==> src/rtl/dual_pot_pkg.sv <==
// Shared constants and types of the dual potentiometer command decoder
package dual_pot_pkg;
   // ==========================================================
   // Timing
   localparam int CLK_PERIOD_NS = 100;
   localparam int PROG_TIME_MS  = 10;
   // Longest time, so the division rounds down
   localparam int PROG_CYCLES   = PROG_TIME_MS * 1000000 / CLK_PERIOD_NS;
   localparam int PCNT_W        = 17;
   // ==========================================================
   // Byte fields
   localparam int TYPE_MSB  = 7;
   localparam int STRAP_MSB = 3;
   localparam int OPC_MSB   = 7;
   localparam int SEL_MSB   = 3;
   localparam int POT_MSB   = 1;
   localparam logic [3:0] BYTE_BITS = 4'h8;
   // Device type nibble; the value is arbitrary
   localparam logic [3:0] DEV_TYPE = 4'hA;
   // ==========================================================
   // Opcodes
   localparam logic [3:0] OP_RD_WIPER  = 4'h9;
   localparam logic [3:0] OP_WR_WIPER  = 4'hA;
   localparam logic [3:0] OP_RD_STORED = 4'hB;
   localparam logic [3:0] OP_WR_STORED = 4'hC;
   localparam logic [3:0] OP_COPY_S2W  = 4'hD;
   localparam logic [3:0] OP_COPY_W2S  = 4'hE;
   localparam logic [3:0] OP_GANG_S2W  = 4'h1;
   localparam logic [3:0] OP_GANG_W2S  = 4'h8;
   localparam logic [3:0] OP_STEP      = 4'h2;
   localparam logic [1:0] SEL_ZERO     = 2'h0;
   localparam logic [1:0] POT_ZERO     = 2'h0;
   // ==========================================================
   // Register values
   localparam logic [7:0]   WIPER_MIN    = 8'h00;
   localparam logic [7:0]   WIPER_MAX    = 8'hFF;
   localparam logic [7:0]   WIPER_RST    = 8'h00;
   localparam logic [7:0]   STORED_INIT  = 8'h80;
   localparam logic [2:0]   STORED0_POT0 = 3'h0;
   localparam logic [2:0]   STORED0_POT1 = 3'h4;
   localparam logic [255:0] TAP_ONE      = 256'h1;
   // ==========================================================
   // Command sequence states
   typedef enum logic [3:0] {
      ST_RECALL, ST_IDLE, ST_ADDR, ST_ADDR_ACK, ST_INSTR, ST_INSTR_ACK,
      ST_WDATA, ST_WDATA_ACK, ST_RDATA, ST_RDATA_ACK, ST_STEP, ST_IGNORE,
      ST_PROG
   } seq_state_t;
endpackage

==> src/rtl/dual_pot_command_decoder.sv <==
// Two-wire command decoder with wiper and stored-setting registers
`timescale 1ns/10ps
// How it works
// Address high nibble must be type code
// Address low nibble must match straps
// Instruction: opcode, setting select, pot select
// Select 00 is setting zero, 01 one
// Select 10 is setting two, 11 three
// Two wipers, each one-hot over 256 taps
// Power-up loads wipers from setting zero
// Four stored settings per pot, read/write
// Stored-setting programming ends within 10 ms
// Opcode 1001 reads the wiper register
// Opcode 1010 writes the wiper register
// Opcode 1011 reads a stored setting
// Opcode 1100 programs a stored setting
// Opcode 1101 copies setting into wiper
// Opcode 1110 copies wiper into setting
// Opcode 0001 gang copies settings to wipers
// Opcode 1000 gang copies wipers to settings
// Opcode 0010 arms wiper stepping
// Reads/writes three bytes, copies two bytes
// Wiper copy effects wait write cycle
// After stepping ack, master clocks steps
// Clock high with data high steps up
// Stepping saturates at 0 and 255
// Unlisted instruction changes no register
// No address ack while programming
// Write protect withholds data ack, programming
// Acknowledge address and each written byte
// Programming starts only at stop
module dual_pot_command_decoder #(
   parameter int PROG_CYCLES = dual_pot_pkg::PROG_CYCLES
) (
   // Clock and reset
   input  wire logic         I_CLK,
   input  wire logic         I_RST,
   // Two-wire link
   input  wire logic         I_SCL,
   input  wire logic         I_SDA,
   output logic              O_SDA,
   output logic              O_SDA_OE_N,
   // Straps and protection
   input  wire logic [3:0]   I_STRAP_ADDRESS_BITS,
   input  wire logic         I_WP_N,
   // Wiper state and programming busy
   output logic [7:0]        O_WIPER0_POS,
   output logic [7:0]        O_WIPER1_POS,
   output logic [255:0]      O_TAP0,
   output logic [255:0]      O_TAP1,
   output logic              O_PROG_BUSY
);
   // ==========================================================
   // State
   typedef struct packed {
      dual_pot_pkg::seq_state_t    st;
      logic                        scl_m;
      logic                        scl_s;
      logic                        scl_d;
      logic                        sda_m;
      logic                        sda_s;
      logic                        sda_d;
      logic [3:0]                  strap_m;
      logic [3:0]                  strap_s;
      logic                        wp_n_m;
      logic                        wp_n_s;
      logic [3:0]                  cnt;
      logic [7:0]                  sh;
      logic [7:0]                  rbyte;
      logic [7:0]                  instr;
      logic [7:0]                  pdata;
      logic                        pend;
      logic                        mack;
      logic                        sda_oe_n;
      logic                        sda_o;
      logic                        busy;
      logic [dual_pot_pkg::PCNT_W-1:0] pcnt;
      logic [1:0][7:0]             wiper;
      // four stored bytes per pot
      logic [7:0][7:0]             stored;
      logic [255:0]                tap0;
      logic [255:0]                tap1;
   } state_t;

   state_t r;
   state_t r_nxt;
   logic   scl_rise;
   logic   scl_fall;
   logic   start;
   logic   stop;
   logic [3:0] opc;
   logic [1:0] sel;
   logic [1:0] pot;
   logic [2:0] idx;
   logic       instr_ok;
   logic       addr_ok;

   // Only second and third stages are looked at, never the first
   assign scl_rise = r.scl_s & ~r.scl_d;
   assign scl_fall = ~r.scl_s & r.scl_d;
   assign start    = r.scl_s & r.scl_d & r.sda_d & ~r.sda_s;
   assign stop     = r.scl_s & r.scl_d & ~r.sda_d & r.sda_s;
   // instruction field split
   assign opc = r.instr[dual_pot_pkg::OPC_MSB -: 4];
   assign sel = r.instr[dual_pot_pkg::SEL_MSB -: 2];
   assign pot = r.instr[dual_pot_pkg::POT_MSB -: 2];
   // R5: setting select indexes four per pot
   assign idx = {pot[0], sel};
   // R2: type code and strap compare
   assign addr_ok = (r.sh[dual_pot_pkg::TYPE_MSB -: 4] == dual_pot_pkg::DEV_TYPE) &&
                    (r.sh[dual_pot_pkg::STRAP_MSB -: 4] == r.strap_s);

   // only the nine listed forms are legal
   always_comb begin
      unique case (opc)
         dual_pot_pkg::OP_RD_WIPER, dual_pot_pkg::OP_WR_WIPER, dual_pot_pkg::OP_STEP:
            instr_ok = (sel == dual_pot_pkg::SEL_ZERO) && !pot[1];
         dual_pot_pkg::OP_RD_STORED, dual_pot_pkg::OP_WR_STORED,
         dual_pot_pkg::OP_COPY_S2W, dual_pot_pkg::OP_COPY_W2S:
            instr_ok = !pot[1];
         dual_pot_pkg::OP_GANG_S2W, dual_pot_pkg::OP_GANG_W2S:
            instr_ok = (pot == dual_pot_pkg::POT_ZERO);
         default:
            instr_ok = 1'b0;
      endcase
   end

   // ==========================================================
   // Next state
   always_comb begin
      r_nxt = r;
      r_nxt.scl_m   = I_SCL;
      r_nxt.scl_s   = r.scl_m;
      r_nxt.scl_d   = r.scl_s;
      r_nxt.sda_m   = I_SDA;
      r_nxt.sda_s   = r.sda_m;
      r_nxt.sda_d   = r.sda_s;
      r_nxt.strap_m = I_STRAP_ADDRESS_BITS;
      r_nxt.strap_s = r.strap_m;
      r_nxt.wp_n_m  = I_WP_N;
      r_nxt.wp_n_s  = r.wp_n_m;
      // one tap switch closed per wiper
      r_nxt.tap0 = dual_pot_pkg::TAP_ONE << r.wiper[0];
      r_nxt.tap1 = dual_pot_pkg::TAP_ONE << r.wiper[1];
      unique case (r.st)
         dual_pot_pkg::ST_RECALL: begin
            // recall setting zero into wipers
            r_nxt.wiper[0] = r.stored[dual_pot_pkg::STORED0_POT0];
            r_nxt.wiper[1] = r.stored[dual_pot_pkg::STORED0_POT1];
            r_nxt.st       = dual_pot_pkg::ST_IDLE;
         end
         dual_pot_pkg::ST_IDLE, dual_pot_pkg::ST_IGNORE: begin
         end
         dual_pot_pkg::ST_ADDR, dual_pot_pkg::ST_INSTR, dual_pot_pkg::ST_WDATA: begin
            if (scl_rise) begin
               r_nxt.sh  = {r.sh[6:0], r.sda_s};
               r_nxt.cnt = r.cnt + 4'h1;
            end
            if (scl_fall && r.cnt == dual_pot_pkg::BYTE_BITS) begin
               r_nxt.cnt = '0;
               if (r.st == dual_pot_pkg::ST_ADDR) begin
                  // R2: R27: ack only own address
                  r_nxt.sda_oe_n = !addr_ok;
                  r_nxt.st = addr_ok ? dual_pot_pkg::ST_ADDR_ACK : dual_pot_pkg::ST_IGNORE;
               end else if (r.st == dual_pot_pkg::ST_INSTR) begin
                  // instruction byte always acked
                  r_nxt.instr    = r.sh;
                  r_nxt.sda_oe_n = 1'b0;
                  r_nxt.st       = dual_pot_pkg::ST_INSTR_ACK;
               end else begin
                  r_nxt.st       = dual_pot_pkg::ST_WDATA_ACK;
                  r_nxt.sda_oe_n = 1'b0;
                  if (opc == dual_pot_pkg::OP_WR_WIPER) begin
                     // data byte into wiper
                     r_nxt.wiper[pot[0]] = r.sh;
                  end else if (r.wp_n_s) begin
                     // held for programming at stop
                     r_nxt.pend  = 1'b1;
                     r_nxt.pdata = r.sh;
                  end else begin
                     // protected, no ack and no programming
                     r_nxt.sda_oe_n = 1'b1;
                     r_nxt.st       = dual_pot_pkg::ST_IGNORE;
                  end
               end
            end
         end
         dual_pot_pkg::ST_ADDR_ACK: begin
            if (scl_fall) begin
               r_nxt.sda_oe_n = 1'b1;
               r_nxt.st       = dual_pot_pkg::ST_INSTR;
            end
         end
         dual_pot_pkg::ST_INSTR_ACK: begin
            if (scl_fall) begin
               r_nxt.sda_oe_n = 1'b1;
               r_nxt.st       = dual_pot_pkg::ST_IGNORE;
               if (instr_ok) begin
                  unique case (opc)
                     dual_pot_pkg::OP_RD_WIPER, dual_pot_pkg::OP_RD_STORED: begin
                        // R12: R19: third byte goes out
                        r_nxt.rbyte = (opc == dual_pot_pkg::OP_RD_WIPER) ?
                                      r.wiper[pot[0]] : r.stored[idx];
                        r_nxt.sh    = r_nxt.rbyte;
                        r_nxt.sda_oe_n = r_nxt.rbyte[7];
                        r_nxt.st    = dual_pot_pkg::ST_RDATA;
                     end
                     dual_pot_pkg::OP_WR_WIPER, dual_pot_pkg::OP_WR_STORED:
                        r_nxt.st = dual_pot_pkg::ST_WDATA;
                     // copy setting into wiper, no data
                     dual_pot_pkg::OP_COPY_S2W:
                        r_nxt.wiper[pot[0]] = r.stored[idx];
                     dual_pot_pkg::OP_GANG_S2W: begin
                        // both pots at once
                        r_nxt.wiper[0] = r.stored[{1'b0, sel}];
                        r_nxt.wiper[1] = r.stored[{1'b1, sel}];
                     end
                     // R17: R20: copies wait for stop and write cycle
                     dual_pot_pkg::OP_COPY_W2S, dual_pot_pkg::OP_GANG_W2S:
                        r_nxt.pend = 1'b1;
                     // R21: arm stepping
                     dual_pot_pkg::OP_STEP:
                        r_nxt.st = dual_pot_pkg::ST_STEP;
                     default: begin
                     end
                  endcase
               end
            end
         end
         dual_pot_pkg::ST_WDATA_ACK: begin
            if (scl_fall) begin
               r_nxt.sda_oe_n = 1'b1;
               r_nxt.st       = dual_pot_pkg::ST_IGNORE;
            end
         end
         dual_pot_pkg::ST_RDATA: begin
            if (scl_rise) begin
               r_nxt.cnt = r.cnt + 4'h1;
            end
            if (scl_fall) begin
               if (r.cnt == dual_pot_pkg::BYTE_BITS) begin
                  r_nxt.cnt      = '0;
                  r_nxt.sda_oe_n = 1'b1;
                  r_nxt.st       = dual_pot_pkg::ST_RDATA_ACK;
               end else begin
                  r_nxt.sh       = {r.sh[6:0], 1'b0};
                  r_nxt.sda_oe_n = r.sh[6];
               end
            end
         end
         dual_pot_pkg::ST_RDATA_ACK: begin
            if (scl_rise) begin
               r_nxt.mack = !r.sda_s;
            end
            // Master ack repeats the same register
            if (scl_fall) begin
               if (r.mack) begin
                  r_nxt.sh       = r.rbyte;
                  r_nxt.sda_oe_n = r.rbyte[7];
                  r_nxt.st       = dual_pot_pkg::ST_RDATA;
               end else begin
                  r_nxt.st = dual_pot_pkg::ST_IGNORE;
               end
            end
         end
         dual_pot_pkg::ST_STEP: begin
            // R23: saturating single steps
            if (scl_rise) begin
               if (r.sda_s && r.wiper[pot[0]] != dual_pot_pkg::WIPER_MAX) begin
                  r_nxt.wiper[pot[0]] = r.wiper[pot[0]] + 8'h01;
               end else if (!r.sda_s && r.wiper[pot[0]] != dual_pot_pkg::WIPER_MIN) begin
                  r_nxt.wiper[pot[0]] = r.wiper[pot[0]] - 8'h01;
               end
            end
         end
         dual_pot_pkg::ST_PROG: begin
            // commit when the write cycle count runs out
            if (r.pcnt == '0) begin
               r_nxt.pend = 1'b0;
               r_nxt.st   = dual_pot_pkg::ST_IDLE;
               unique case (opc)
                  dual_pot_pkg::OP_WR_STORED:
                     r_nxt.stored[idx] = r.pdata;
                  dual_pot_pkg::OP_COPY_W2S:
                     r_nxt.stored[idx] = r.wiper[pot[0]];
                  dual_pot_pkg::OP_GANG_W2S: begin
                     r_nxt.stored[{1'b0, sel}] = r.wiper[0];
                     r_nxt.stored[{1'b1, sel}] = r.wiper[1];
                  end
                  default: begin
                  end
               endcase
            end else begin
               r_nxt.pcnt = r.pcnt - 1'b1;
            end
         end
      endcase
      // bus ignored while programming
      if (r.st != dual_pot_pkg::ST_PROG && r.st != dual_pot_pkg::ST_RECALL) begin
         if (start) begin
            // A restart abandons any held programming
            r_nxt.st       = dual_pot_pkg::ST_ADDR;
            r_nxt.cnt      = '0;
            r_nxt.sda_oe_n = 1'b1;
            r_nxt.pend     = 1'b0;
         end else if (stop) begin
            r_nxt.sda_oe_n = 1'b1;
            // R26: programming begins at stop, if unprotected
            if (r.pend && r.wp_n_s) begin
               r_nxt.st   = dual_pot_pkg::ST_PROG;
               r_nxt.pcnt = dual_pot_pkg::PCNT_W'(PROG_CYCLES - 1);
            end else begin
               r_nxt.pend = 1'b0;
               r_nxt.st   = dual_pot_pkg::ST_IDLE;
            end
         end
      end
      // Busy pin straight from a flop, same timing as the state
      r_nxt.busy = (r_nxt.st == dual_pot_pkg::ST_PROG);
   end

   // ==========================================================
   // Registers
   always_ff @(posedge I_CLK or posedge I_RST) begin
      if (I_RST) begin
         r          <= '0;
         r.st       <= dual_pot_pkg::ST_RECALL;
         r.scl_m    <= 1'b1;
         r.scl_s    <= 1'b1;
         r.scl_d    <= 1'b1;
         r.sda_m    <= 1'b1;
         r.sda_s    <= 1'b1;
         r.sda_d    <= 1'b1;
         r.wp_n_m   <= 1'b1;
         r.wp_n_s   <= 1'b1;
         r.sda_oe_n <= 1'b1;
         r.wiper    <= {2{dual_pot_pkg::WIPER_RST}};
         // Stand-in for nonvolatile contents at power-up
         r.stored   <= {8{dual_pot_pkg::STORED_INIT}};
         r.tap0     <= dual_pot_pkg::TAP_ONE;
         r.tap1     <= dual_pot_pkg::TAP_ONE;
      end else begin
         r <= r_nxt;
      end
   end

   assign O_SDA        = r.sda_o;
   assign O_SDA_OE_N   = r.sda_oe_n;
   assign O_WIPER0_POS = r.wiper[0];
   assign O_WIPER1_POS = r.wiper[1];
   assign O_TAP0       = r.tap0;
   assign O_TAP1       = r.tap1;
   assign O_PROG_BUSY  = r.busy;
endmodule

==> config.mk <==
export PLATFORM = sky130hd
export DESIGN_NAME = dual_pot_command_decoder
export DESIGN_NICKNAME = d
export VERILOG_FILES = /design/src/rtl/dual_pot_pkg.sv /design/src/rtl/dual_pot_command_decoder.sv
export SDC_FILE = /design/constraint.sdc
export NUM_CORES = 2
export LEC_CHECK = 0
export BUFFER_PORTS_ARGS = -buffer_cell sky130_fd_sc_hd__buf_2
export CORE_ASPECT_RATIO = 1.4
export CORE_MARGIN = 2
export CORE_UTILIZATION = 56
export DETAILED_ROUTE_END_ITERATION = 10
export GPL_TIMING_DRIVEN = 0
export PLACE_DENSITY = 0.8
export SETUP_SLACK_MARGIN = 0.5
export SYNTH_ARGS = -nofsm -noshare
export SYNTH_HDL_FRONTEND = slang
export SYNTH_SLANG_ARGS = --single-unit
==> constraint.sdc <==
create_clock -name I_CLK -period 28.7 [get_ports I_CLK]
set_input_delay 5.74 -clock I_CLK [delete_from_list [all_inputs] [get_ports I_CLK]]
set_output_delay 5.74 -clock I_CLK [all_outputs]
set_load 0.02 [all_outputs]
==> results.md <==
- Status: completed
- DR iter-0 viols: 2069
- Clk sinks: 669
- Syn_nets: 2801
- Largest net degree at the start of global routing: 134
- Initial Utilization: 56.5%
- CTS Buf Count: 60
- Setup CP Type: in -> async
- Seq/Total Area, Yosys: 57.2%
- Rel. slew slack: 20.8%
- Post-synth EDFFs: 0
- Ports: 540
- Busiest grt layer: met2
- Tmin final: 7.87 ns
- CTS resizes: 0
- Critical Path Most Common Cell: buf_16
- Fillers: 3853
- Mapped Cells: 2785
- Clock Skews: 0.0174 ns
- Crit share post-route: 27.4%
- Vias in the first global route: 22.4k
- Leakage Power: 0.0188 uW
- Dpl ws: 19.95 ns
- CP top delay family: buffers and inverters
- Rows: 99
- VDD IR max: 54.7 uV
- Slowest CP cell: buf_16
- Die W: 197 um
- Met3 usage: 6.84%
- Avg Cell Area, Syn: 10.5 um^2
- Crit path buffers/inverters: 7
- Max Freq: 127 MHz
- Post-route ant nets: 0
- CP arrival: 8.60 ns
- Global routing usage on met2: 56.8%
- Worst-path fanout max: 133
- Via/cell ratio: 5.59
- H-tree depth: 2
- CP Data Required Time: 29.43 ns
- Most frequent cells in the layout: dfrtp_1 (650), nor2_1 (583), buf_2 (550), buf_4 (529), nand2_1 (193)
- Root buf cell: clkbuf_16
- Hold Fails Final Rpt: 0
- Residual DRC count: 0
- Setup Buffers After CTS: 0
- CP Capture Type: asynchronous set/reset pin
- GRT Util Overall: 34.0%
- Slew at the pin with the worst max-slew slack: 1.18 ns
- Hold_buf cts: 0
- Worst-Skew Late Latency: 0.64 ns
- GRT met1 Usage: 40.0%
- Final HPWL DP: 68100 um
- Wire length per cell: 22.8 um
- Fin. max-slew vios: 0
- Initial antenna violation count: 0
- # Max-Cap Violations: 0
- Yosys cell types: 79
- Power per cell area: 62.2 mW/mm^2
- Yosys warning count: 0
- Cell Chain, Critical Path: buf_2, inv_8, buf_16, buf_16, buf_16, buf_16, buf_16
- Commonest non-fill, non-tap cell in the layout: dfrtp_1
- Vias after detailed routing: 22.9k
- Layout cells sized above 1: 36.5%
- Final GP Congestion: 0.986
- Hold Slack: 0.347 ns
- Max Root-Sink Buffers: 3
- Synthesized area: 0.0293 mm^2
- Final critical-path setup slack: 20.83 ns
- Setup violations, final: 0
- Hold Path Class: reg -> reg
- Nets@finish: 3407
- RSZ-0062 raised after global routing: no
- Worst-path clk slew: 0.06 ns
- Main synth FF type: dfrtp_1
- Die height: 275 um
- Wirelength, routed: 93400 um
- Worst setup SP type: primary input
- Ys async rst share: 100%
- P&R area growth vs syn: 19.4%
- DR pass1 iterations: 7
- Gr ovfl total: 0
- DIE AREA: 0.0542 mm^2
- Core area: 0.0519 mm^2
- CTS tree: done
- Register bit total from synthesis: 669
- Slowest stage delay, CP: 0.44 ns
- IO Port Bufs: 538
- First-pass GRT wire length: 138000 um
==> layer usage <==
metal,up-vias,routed length (um)
li1,9912,-
met1,11300,32800
met3,382,7760
met5,-,0
met4,0,7120
met2,1326,45700
==> sequential cells by signal, indices dropped and copies added, names as in the netlist, named ones only <==
register,count
O_SDA_OE_N,1
pot,1
O_WIPER1_POS,8
O_TAP0,256
O_TAP1,256
idx,3
r,67
O_PROG_BUSY,1
O_WIPER0_POS,8
opc,4
==> area by class of cell <==
class | count | area (um^2) | share of cell area, %
antenna | 1 | 2.50 | 0.00715
clock inverter | 17 | 204 | 0.582
multi-input combinational | 1432 | 7980 | 22.8
clock buffer | 96 | 1800 | 5.13
sequential | 669 | 16800 | 47.9
timing repair buffer | 544 | 2860 | 8.16
buffer | 669 | 4530 | 12.9
inverter | 15 | 63.8 | 0.182
tap | 656 | 821 | 2.34
==> synth_stat cells, types with 28 or more instances <==
cell type  count  area [um^2]
buf_4        529         3970
o2bb2ai_1     36          315
nand2_1      193          724
nor2_1       583         2190
clkbuf_1     105          394
dfrtp_1      650        16300
a22oi_1       42          315
a21oi_1       50          250
o21ai_0       56          280
mux2i_1       28          280
a22o_1        48          420
nor3_1        53          265
==> kinds of logic (layout without fill, tap and decap cells) <==
group,Yosys count,in the layout,synth area share (%)
and+or+nand+nor,988,988,14.4
buffers and inverters,684,1341,15.6
AOI/OAI and AO/OA,342,342,8.45
other,1,2,0.0128
adders and majority gates,7,7,0.299
DFF,669,669,57.2
muxes,71,71,3.34
xor gates and xnor gates,23,23,0.687
==> final timing paths <==
path	cells after the start	startpoint	end	slack [ns]
setup / recovery	7	I_RST	O_TAP1[13]$_DFF_PP0_	20.83
hold / removal	0	r[659]$_DFF_PP0_	r[655]$_DFF_PP0_	0.35
setup reg to reg	13	idx[2]$_DFFE_PP0P_	O_WIPER0_POS[7]$_DFFE_PP0P_	23.95
hold reg to reg	0	r[659]$_DFF_PP0_	r[655]$_DFF_PP0_	0.35
max in group I_CLK	2	O_WIPER1_POS[0]$_DFFE_PP0P_	O_WIPER1_POS[0]	21.29
min in group asynchronous	2	I_RST	O_TAP0[39]$_DFF_PP0_	5.16
==> stage by stage <==
stage                     power [uW]  std cells  instance area (um^2)  util [%]  TNS [ns]
after global routing            2250       4098                 35000      67.5         0
after global placement          1360       3979                 32800      63.3  -1266.12
final                           2180       4099                 35000      67.5         0
after CTS                       2170       4098                 35000      67.5         0
after floorplan                 1230       2785                 29300         -         0
after detailed placement        1360       3985                 33000      63.6         0
==> worst register-to-register path, cell delays in order (launching register included) <==
cell      delay (ns)
dfrtp_1         0.36
buf_6           0.14
buf_2           0.25
buf_2           0.33
buf_1           0.59
nand2_1         0.09
o21ai_0         0.22
ha_1            0.31
a21boi_0        0.49
a31oi_1         0.30
o41ai_1         1.04
a21oi_1         0.15
o21ai_0         0.20
o21ai_1         0.12
==> where the power goes <==
part           internal [uW]  total, uW  switching [uW]
Combinational            100        375             275
Clock                    459        819             360
Sequential               964        985            20.6
Power figures use the tool's default switching activity.
